<file path="src/include/asr_regs.vh">
// register offsets, field positions and reset values of the axis status read-back block
`ifndef ASR_REGS_VH
`define ASR_REGS_VH

// register offsets on the plain register port (word addressed)
`define ASR_ADDR_W          4
`define ASR_OFF_CMD         4'h0
`define ASR_OFF_WR1         4'h1
`define ASR_OFF_IFS         4'h3
`define ASR_OFF_IFS_LO      4'h8
`define ASR_OFF_IFS_HI      4'h9
`define ASR_OFF_INA         4'h4
`define ASR_OFF_INB         4'h5
`define ASR_OFF_RBL         4'h6
`define ASR_OFF_RBH         4'h7
`define ASR_OFF_BUSCFG      4'hA

// command register fields
`define ASR_CMD_OP_LSB      4
`define ASR_CMD_OP_MSB      7
`define ASR_CMD_AX_LSB      0
`define ASR_CMD_AX_MSB      3
`define ASR_OP_AXIS_SEL     4'h0
`define ASR_OP_READ_LP      4'h1
`define ASR_OP_READ_RP      4'h2
`define ASR_OP_READ_CV      4'h3
`define ASR_OP_READ_AUX     4'h4

// interrupt factor bit positions
`define ASR_IF_PULSE        0
`define ASR_IF_GE_LO        1
`define ASR_IF_LT_LO        2
`define ASR_IF_LT_HI        3
`define ASR_IF_GE_HI        4
`define ASR_IF_CS_END       5
`define ASR_IF_CS_START     6
`define ASR_IF_DRV_END      7
`define ASR_IF_HOME_END     8
`define ASR_IF_SYNC         9
`define ASR_IF_W            10

// reset values
`define ASR_RST_AXIS        4'h1
`define ASR_RST_WR1         16'h0000
`define ASR_RST_BUSCFG      1'b0
`define ASR_RST_RB          32'h00000000
`define ASR_RST_RDATA       16'h0000
`define ASR_RST_SYNC        32'h00000000

`endif

</file>
<file path="src/rtl/asr_status_readback.v">
// four-axis status read-back registers: interrupt factors, input levels, data read-back
`timescale 1ns/1ps
`include "asr_regs.vh"

// Summary of operation
// - each axis keeps its own interrupt factor register and reads return the selected axis copy.
// - an interrupt factor event sets its own bit in that axis register only when its WR1 enable bit is set.
// - any set enabled factor drives interrupt_request_n low.
// - on a 16-bit bus reading the interrupt factor register of an axis clears its set bits.
// - once the set bits of every axis are cleared by reads the interrupt request returns high.
// - on an 8-bit bus reading the low byte clears only the low byte bits.
// - input level bits read 0 for a low input and 1 for a high input.
// - a data-read command copies the chosen internal value into both read-back words.
// - read-back value bits 15 to 0 land in the low read-back word.
// - read-back value bits 31 to 16 land in the high read-back word.
// - read-back values are plain binary, negatives in 32-bit two's complement.
module asr_status_readback (
  input  wire        clock,
  input  wire        sys_rst,
  input  wire        clk_en,
  input  wire [3:0]  reg_addr,
  input  wire [15:0] reg_wdata,
  input  wire        reg_wr,
  input  wire        reg_rd,
  output reg  [15:0] reg_rdata,
  input  wire [39:0] factor_events,
  input  wire [7:0]  axis_in_x,
  input  wire [7:0]  axis_in_y,
  input  wire [7:0]  axis_in_z,
  input  wire [7:0]  axis_in_u,
  input  wire [31:0] value_logical,
  input  wire [31:0] value_real,
  input  wire [31:0] value_speed,
  input  wire [31:0] value_aux,
  output wire [3:0]  axis_select,
  output wire        interrupt_request_n
);

  // ****************************************************************
  // helpers
  // ****************************************************************
  // one-hot axis mask to the index of its lowest set bit
  function [1:0] axis_index;
    input [3:0] mask;
    begin
      if (mask[0]) begin
        axis_index = 2'd0;
      end else if (mask[1]) begin
        axis_index = 2'd1;
      end else if (mask[2]) begin
        axis_index = 2'd2;
      end else begin
        axis_index = 2'd3;
      end
    end
  endfunction

  // strobe qualified by one register offset
  function addr_hit;
    input       strobe;
    input [3:0] addr;
    input [3:0] offset;
    begin
      addr_hit = strobe && (addr == offset);
    end
  endfunction

  // per-axis clear mask: only the axis being read out loses its flags
  function [`ASR_IF_W-1:0] axis_clear;
    input [1:0]           axis;
    input [1:0]           sel_idx;
    input [`ASR_IF_W-1:0] mask;
    begin
      if (axis == sel_idx) begin
        axis_clear = mask;
      end else begin
        axis_clear = {`ASR_IF_W{1'b0}};
      end
    end
  endfunction

  // ****************************************************************
  // pin synchronisers for the external input levels
  // ****************************************************************
  reg  [31:0] in_meta_q;
  reg  [31:0] in_sync_q;
  wire [31:0] in_raw;

  assign in_raw = {axis_in_u, axis_in_z, axis_in_y, axis_in_x};

  // only the second stage is read; the first may still be settling
  always @(posedge clock) begin
    if (sys_rst) begin
      in_meta_q <= `ASR_RST_SYNC;
      in_sync_q <= `ASR_RST_SYNC;
    end else if (clk_en) begin
      in_meta_q <= in_raw;
      in_sync_q <= in_meta_q;
    end
  end

  // ****************************************************************
  // register port decode
  // ****************************************************************
  // every write and clearing read offset is matched here once, so the decodes cannot drift apart
  // a write and a read never share a cycle, so the decodes are independent
  wire wr_cmd;
  wire wr_wr1;
  wire wr_buscfg;
  wire rd_ifs;
  wire rd_ifs_lo;
  wire rd_ifs_hi;

  assign wr_cmd    = addr_hit(reg_wr, reg_addr, `ASR_OFF_CMD);
  assign wr_wr1    = addr_hit(reg_wr, reg_addr, `ASR_OFF_WR1);
  assign wr_buscfg = addr_hit(reg_wr, reg_addr, `ASR_OFF_BUSCFG);
  assign rd_ifs    = addr_hit(reg_rd, reg_addr, `ASR_OFF_IFS);
  assign rd_ifs_lo = addr_hit(reg_rd, reg_addr, `ASR_OFF_IFS_LO);
  assign rd_ifs_hi = addr_hit(reg_rd, reg_addr, `ASR_OFF_IFS_HI);

  // ****************************************************************
  // command and configuration registers
  // ****************************************************************
  reg  [3:0]  axis_q;
  reg  [15:0] wr1_q [0:3];
  reg         bus8_q;
  reg  [31:0] rb_q;
  reg  [31:0] rb_d;
  reg         rb_load;
  wire [3:0]  cmd_op;
  wire [3:0]  cmd_ax;
  wire        cmd_wr;
  wire [1:0]  ax_idx;
  integer     i;
  integer     k;

  assign cmd_op      = reg_wdata[`ASR_CMD_OP_MSB:`ASR_CMD_OP_LSB];
  assign cmd_ax      = reg_wdata[`ASR_CMD_AX_MSB:`ASR_CMD_AX_LSB];
  assign cmd_wr      = wr_cmd;
  assign ax_idx      = axis_index(axis_q);
  assign axis_select = axis_q;

  // ****************************************************************
  // data read-back capture
  // ****************************************************************
  // chooses the value captured by a data-read command
  always @* begin
    rb_d    = 32'h00000000;
    rb_load = 1'b0;
    if (cmd_wr) begin
      case (cmd_op)
        `ASR_OP_READ_LP: begin
          rb_d    = value_logical;
          rb_load = 1'b1;
        end
        `ASR_OP_READ_RP: begin
          rb_d    = value_real;
          rb_load = 1'b1;
        end
        `ASR_OP_READ_CV: begin
          rb_d    = value_speed;
          rb_load = 1'b1;
        end
        `ASR_OP_READ_AUX: begin
          rb_d    = value_aux;
          rb_load = 1'b1;
        end
        default: begin
          rb_d    = 32'h00000000;
          rb_load = 1'b0;
        end
      endcase
    end
  end

  // the capture holds until the next data-read command, so both words pair up
  always @(posedge clock) begin
    if (sys_rst) begin
      rb_q <= `ASR_RST_RB;
    end else if (clk_en) begin
      if (rb_load) begin
        rb_q <= rb_d;
      end
    end
  end

  // ****************************************************************
  // selection and configuration updates
  // ****************************************************************
  always @(posedge clock) begin
    if (sys_rst) begin
      axis_q <= `ASR_RST_AXIS;
    end else if (clk_en) begin
      // an empty axis field keeps the earlier choice
      if (wr_cmd && (cmd_op == `ASR_OP_AXIS_SEL) && (cmd_ax != 4'h0)) begin
        axis_q <= cmd_ax;
      end
    end
  end

  // byte mode changes which offsets clear; switch it with no read in flight
  always @(posedge clock) begin
    if (sys_rst) begin
      bus8_q <= `ASR_RST_BUSCFG;
    end else if (clk_en) begin
      if (wr_buscfg) begin
        bus8_q <= reg_wdata[0];
      end
    end
  end

  // writes reach every axis named in the selection
  always @(posedge clock) begin
    if (sys_rst) begin
      for (i = 0; i < 4; i = i + 1) begin
        wr1_q[i] <= `ASR_RST_WR1;
      end
    end else if (clk_en) begin
      if (wr_wr1) begin
        for (i = 0; i < 4; i = i + 1) begin
          if (axis_q[i]) begin
            wr1_q[i] <= reg_wdata;
          end
        end
      end
    end
  end

  // ****************************************************************
  // per-axis interrupt factor flags
  // ****************************************************************
  wire [`ASR_IF_W-1:0] flags   [0:3];
  wire [3:0]           pending;
  reg  [`ASR_IF_W-1:0] clr     [0:3];
  wire                 rd_full;
  wire                 rd_lo;
  wire                 rd_hi;
  wire [`ASR_IF_W-1:0] clr_sel;

  // word read clears all bits; byte reads clear only their byte
  // a word read in byte mode only looks; the byte offsets do the clearing
  assign rd_full = rd_ifs && !bus8_q;
  assign rd_lo   = rd_ifs_lo && bus8_q;
  assign rd_hi   = rd_ifs_hi && bus8_q;
  assign clr_sel = {{(`ASR_IF_W-8){rd_full | rd_hi}}, {8{rd_full | rd_lo}}};

  // unread axes keep their flags and so keep the request asserted
  always @* begin
    for (k = 0; k < 4; k = k + 1) begin
      clr[k] = axis_clear(k[1:0], ax_idx, clr_sel);
    end
  end

  // one flag bank per axis; banks share nothing but the clear decode
  genvar g;
  generate
    for (g = 0; g < 4; g = g + 1) begin : gen_axis
      asr_axis_flags u_flags (
        .clock   (clock),
        .sys_rst (sys_rst),
        .clk_en  (clk_en),
        .events  (factor_events[g*`ASR_IF_W +: `ASR_IF_W]),
        .enable  (wr1_q[g][`ASR_IF_W-1:0]),
        .clear   (clr[g]),
        .flags   (flags[g]),
        .pending (pending[g])
      );
    end
  endgenerate

  // ****************************************************************
  // interrupt request
  // ****************************************************************
  // one shared line: the host finds the axis by reading each status copy
  // low while any axis has a flag set, high again once all are read out
  assign interrupt_request_n = ~(|pending);

  // ****************************************************************
  // read data path
  // ****************************************************************
  wire [15:0] ifs_word;
  wire [15:0] in_a;
  wire [15:0] in_b;
  reg  [15:0] rdata_d;

  assign ifs_word = {{(16-`ASR_IF_W){1'b0}}, flags[ax_idx]};
  assign in_a     = {in_sync_q[15:8], in_sync_q[7:0]};
  assign in_b     = {in_sync_q[31:24], in_sync_q[23:16]};

  // idle cycles and unmapped offsets read as zero, so a stale word never lingers
  always @* begin
    rdata_d = 16'h0000;
    if (reg_rd) begin
      case (reg_addr)
        `ASR_OFF_CMD: begin
          rdata_d = {12'h000, axis_q};
        end
        `ASR_OFF_WR1: begin
          rdata_d = wr1_q[ax_idx];
        end
        `ASR_OFF_IFS: begin
          rdata_d = ifs_word;
        end
        `ASR_OFF_IFS_LO: begin
          rdata_d = {8'h00, ifs_word[7:0]};
        end
        `ASR_OFF_IFS_HI: begin
          rdata_d = {8'h00, ifs_word[15:8]};
        end
        `ASR_OFF_INA: begin
          rdata_d = in_a;
        end
        `ASR_OFF_INB: begin
          rdata_d = in_b;
        end
        `ASR_OFF_RBL: begin
          rdata_d = rb_q[15:0];
        end
        `ASR_OFF_RBH: begin
          rdata_d = rb_q[31:16];
        end
        `ASR_OFF_BUSCFG: begin
          rdata_d = {15'h0000, bus8_q};
        end
        default: begin
          rdata_d = 16'h0000;
        end
      endcase
    end
  end

  // registering the mux keeps the read data off the strobe's combinational path
  always @(posedge clock) begin
    if (sys_rst) begin
      reg_rdata <= `ASR_RST_RDATA;
    end else if (clk_en) begin
      reg_rdata <= rdata_d;
    end
  end

endmodule

</file>
<file path="src/rtl/asr_axis_flags.v">
// per-axis interrupt factor flags with enable gating and clear on read
`timescale 1ns/1ps
`include "asr_regs.vh"
module asr_axis_flags (
  input  wire                    clock,
  input  wire                    sys_rst,
  input  wire                    clk_en,
  input  wire [`ASR_IF_W-1:0]    events,
  input  wire [`ASR_IF_W-1:0]    enable,
  input  wire [`ASR_IF_W-1:0]    clear,
  output wire [`ASR_IF_W-1:0]    flags,
  output wire                    pending
);

  reg  [`ASR_IF_W-1:0] flag_q;
  wire [`ASR_IF_W-1:0] flag_d;

  // a new event in the clearing cycle survives the clear
  assign flag_d  = (flag_q & ~clear) | (events & enable);
  assign flags   = flag_q;
  assign pending = |flag_q;

  always @(posedge clock) begin
    if (sys_rst) begin
      flag_q <= {`ASR_IF_W{1'b0}};
    end else if (clk_en) begin
      flag_q <= flag_d;
    end
  end

endmodule

</file>
<file path="config.mk">
export PLATFORM = sky130hd
export DESIGN_NAME = asr_status_readback
export DESIGN_NICKNAME = d
export VERILOG_FILES = /design/src/rtl/asr_status_readback.v /design/src/rtl/asr_axis_flags.v
export VERILOG_INCLUDE_DIRS = /design/src /design/src/include
export SDC_FILE = /design/constraint.sdc
export NUM_CORES = 1
export LEC_CHECK = 0
export ABC_AREA = 1
export BUFFER_PORTS_ARGS = -buffer_cell sky130_fd_sc_hd__buf_2
export CORE_UTILIZATION = 54
export CTS_CLUSTER_DIAMETER = 200
export DETAILED_ROUTE_END_ITERATION = 8
export HOLD_SLACK_MARGIN = 0.05
export PLACE_DENSITY = 0.79
export SLEW_MARGIN = 15
export SYNTH_ARGS = -nofsm -noshare
export SYNTH_HDL_FRONTEND = slang
export SYNTH_SLANG_ARGS = --single-unit
</file>
<file path="constraint.sdc">
create_clock -name clock -period 2.1 [get_ports clock]
set_clock_uncertainty 0.05 [all_clocks]
set_input_delay 0.105 -clock clock [delete_from_list [all_inputs] [get_ports clock]]
set_output_delay 0.105 -clock clock [all_outputs]
set_load 0.005 [all_outputs]
</file>
==> results <==
- In this run, synthesis inferred 64 flip-flops with an integrated enable.
- The die outline width is 141 um.
- Relative to the synthesized area, the layout overhead comes to 38.1%.
- The number of antenna violations at the first check in global routing is 4.
- The routed length per instance is 18.4 um.
- During I/O placement, the number of pins put on the boundary was 246.
- The worst endpoint required time is 2.51 ns.
- The cell family contributing the most delay on the critical path is buffers and inverters.
- The number of nets in the synthesized netlist is 1665.
- The number of pins with negative max-slew slack in the final report is 0.
- The met2 track demand over resource is 61.4%.
- The maximum fanout count along the critical path is 32.
- In this run the vertical extent of the chip is 141 um.
- The synthesized design devotes to its leading area cell type 30.0% of total area.
- STA classifies the critical path startpoint as an input pin.
- The number of clock buffers inserted by TritonCTS is 23.
- The detailed router finished its first iteration with 1719 violations.
- In the finished design, the share of the clock period the worst path needs comes to 97.6%.
- The post-synthesis cell area is 10500 um2.
- Data arrives at the worst endpoint at 2.46 ns.
- The worst path buffer plus inverter count is 5.
- The maximum clock rate is 0.488 GHz.
- The highest cell delay on the worst timing path is 0.59 ns.
- The global placement routability congestion is 0.954.
- Global routing used 7.59% of the available met3 tracks.
- In this run the remaining antenna-violating nets after routing total 0.
- For this run, the leading register cell type out of synthesis is dfxtp_1.
- Counting distinct cell types in the post-synthesis netlist gives 32.
- In the routed layout, each cell is associated on average with a via count of 5.68.
- The cell with the largest stage delay on the worst path is dlygate4sd3_1.
- The count of final hold-check violations is 0.
- The transition time at the pin with the least slew margin is 0.649 ns.
- Each instance of the synthesized netlist takes up on average 7.29 um2.
- The clock sink count is 221.
- The run finished with clean final reports.
- The clock transition at the registers of the reported paths is 0.06 ns.
- The path type of the worst setup path is in -> reg.
- After layout, the minimum clock period comes to 2.05 ns.
- The met1 track utilization from global routing is 51.5%.
- Entering global routing, the biggest net connects 64 pins.
- After global routing, the most crowded layer is met2.
- The placed cell area is 12000 um2.
- The synthesized instance count is 1440.
- The endpoint type of the worst setup path is a register.
- Traced cell by cell, the critical path runs through dlygate4sd3_1 -> buf_2 -> inv_2 -> nor3_4 -> buf_4 -> nand2_1 -> nand4_1 -> dlygate4sd3_1 -> nor2_1 -> nor2_1.
- At the end of the flow, the number of nets in the layout was 2066.
- Setup total negative slack on the finished layout was measured at 0 ns.
- Before antenna repair, the detailed router went through 6 iterations.
- The floorplan has 50 rows.
- For this run, design rule violations remaining after detail routing come to 0.
- The post-synthesis sequential element count is 221.
- The number of levels the H-tree was split into is 1.
- After routing the design area is 14500 um2.
- Cells with a size suffix above 1 make up 19.3% of the layout.
- The first-pass GRT wire length is 59600 um.
- Global routing finished with a remaining overflow of 0.
- After synthesis, the most frequently instantiated cells are nand2_1 (386), nor2_1 (305), dfxtp_1 (157).
- The via count is 12052.
- The clock reaches the later pin of the worst-skew pair after 0.53 ns.
- After synthesis, flip-flops and latches occupy 48.3% of the total area.
- The ratio of total power to cell area is 672 nW/um2.
- The overall track demand over capacity in global routing is 38.5%.
- The HPWL after detailed placement is 25100 um.
- The core area is 18900 um2.
- Setup repair after global routing left no endpoint under its margin.
- The Yosys step of the flow raised 0 warnings.
- After synthesis, the cell types taking the most area are dfxtp_1 (30%), edfxtp_1 (18%), nand2_1 (14%), nor2_1 (11%), nand3_1 (4.9%).
- The tree is rooted in a clkbuf_16.
- In this run the tool buffered the top-level ports with 245 buffer cells.
- The total of max-cap violations is 0.
- The final wirelength is 39000 um.
- The worst hold-check path type is in -> reg.
- Setup violations remaining at the end of the flow were counted as 0.
- The share of flip-flops with an asynchronous set or reset after synthesis is 0%.
- The clock passes through at most 3 buffers.
- Measured against its own limit, the worst slew margin works out to 56.7%.
- The biggest area consumer among synthesized cells is dfxtp_1.
- The static leakage power is 6.44 nW.
- The maximum ir drop on the vdd rail is 672 uV.
- TritonCTS built the clock tree.
- The number of global-route vias before repair is 11424.
- In the post-synthesis netlist, the cell with the most instances is nand2_1.
- The floorplan step defined a die boundary enclosing 20000 um2.
- The initial utilization of the core area, before any placement, comes to 55.5%.
## cell families (layout without fill, tap and decap cells)
group | Yosys count | count (layout) | synth area share, %
buffers and inverters | 138 | 555 | 5.96
DFF | 221 | 221 | 48.3
and+or+nand+nor | 880 | 880 | 35.8
other | 0 | 5 | 0
AOI/OAI and AO/OA | 201 | 201 | 9.91
## sequential cells by signal, summed over array words and instances, names as in the netlist
register                flops
bus8_q                      1
in_sync_q                  32
axis_select                 4
in_meta_q                  32
reg_rdata                  16
rb_q                       32
wr1_q                      64
gen_axis.u_flags.flags     40
## worst reg2reg max path: cells and delay by family (launching register included)
| family | cells | cell delay, ns |
|---|---|---|
| DFF | 1 | 0.31 |
| AOI/OAI and AO/OA | 2 | 0.52 |
| and+or+nand+nor | 6 | 0.76 |
| buffers and inverters | 1 | 0.17 |
## where the power goes
part / leakage [nW] / total [mW] / internal [mW] / switching (mW)
Clock: 0.362 / 3.98 / 2.26 / 1.72
Combinational: 4.13 / 1.10 / 0.539 / 0.565
Sequential: 1.95 / 4.66 / 4.54 / 0.115
Total: 6.44 / 9.74 / 7.34 / 2.40
## what timing repair did
action | in CTS | in global routing
resized for setup | 0 | 15
setup endpoints to repair | 0 | 26
endpoints found under the hold margin | 170 | 0
setup buffers | 0 | 1
hold buffers | 171 | 0
## stage by stage
stage          power [mW]  util [%]  worst slack, ns  hold slack (ns)  cells
2_1_floorplan        5.12         -            0.540            0.190   1440
3_3_place_gp         5.52      63.4            0.307            0.275   1904
3_5_place_dp         5.53      63.4            0.290            0.285   1904
4_1_cts              9.68      76.3           0.0150           0.0735   2116
5_1_grt              10.0      76.7           0.0129            0.134   2121
6_report             9.74      76.7           0.0512            0.107   2122
## placed cells by master (no fill, tap or decap), types with 2 or more instances in the layout
cell type / Yosys / routed
clkinv_2: 0 / 4
clkbuf_8: 0 / 4
nor2_4: 7 / 8
nor2_2: 3 / 2
inv_2: 9 / 10
nand3_4: 4 / 4
nand3b_1: 4 / 4
o21ai_1: 26 / 27
o21ai_4: 2 / 2
o21ai_0: 100 / 99
dlygate4sd3_1: 0 / 170
buf_4: 8 / 35
nand2_4: 1 / 2
a21oi_1: 69 / 69
clkbuf_16: 0 / 24
nor2_1: 305 / 305
nor3_4: 1 / 4
diode_2: 0 / 5
nor4_1: 10 / 10
buf_2: 30 / 243
nand2_1: 386 / 386
clkbuf_1: 36 / 7
dfxtp_1: 157 / 157
inv_1: 47 / 47
edfxtp_1: 64 / 64
nand4_1: 45 / 45
buf_12: 0 / 5
nand2_2: 6 / 5
nand3_1: 103 / 103
## worst paths after layout
| path | from | endpoint | slack, ns | cells past startpoint |
|---|---|---|---|---|
| max | reg_wdata[6] | rb_q[3]$_SDFFE_PP0P_ | 0.05 | 10 |
| min | clk_en | reg_rdata[12]$_SDFFE_PP0P_ | 0.11 | 4 |
| max reg2reg | axis_select[1]$_SDFFE_PP0P_ | reg_rdata[3]$_SDFFE_PP0P_ | 0.14 | 9 |
| min reg2reg | reg_rdata[3]$_SDFFE_PP0P_ | reg_rdata[3]$_SDFFE_PP0P_ | 0.42 | 2 |
## metal layers
layer	part of all wire (%)	up-vias
li1	-	5531
met2	45	831
met3	11	172
met5	0	-
met4	4.5	0
met1	39	5518
## final cells by class
cell class / count / area (um2)
diodes: 5 / 12.5
clock buffers: 36 / 687
fillers: 1345 / 4410
inverters: 59 / 224
flip-flops and latches: 221 / 5060
repair buffers: 455 / 3300
clock inverters: 5 / 40.0
multi-input cells: 1081 / 4830
well taps: 260 / 325
Note: power is estimated with default switching activity, not from simulation.
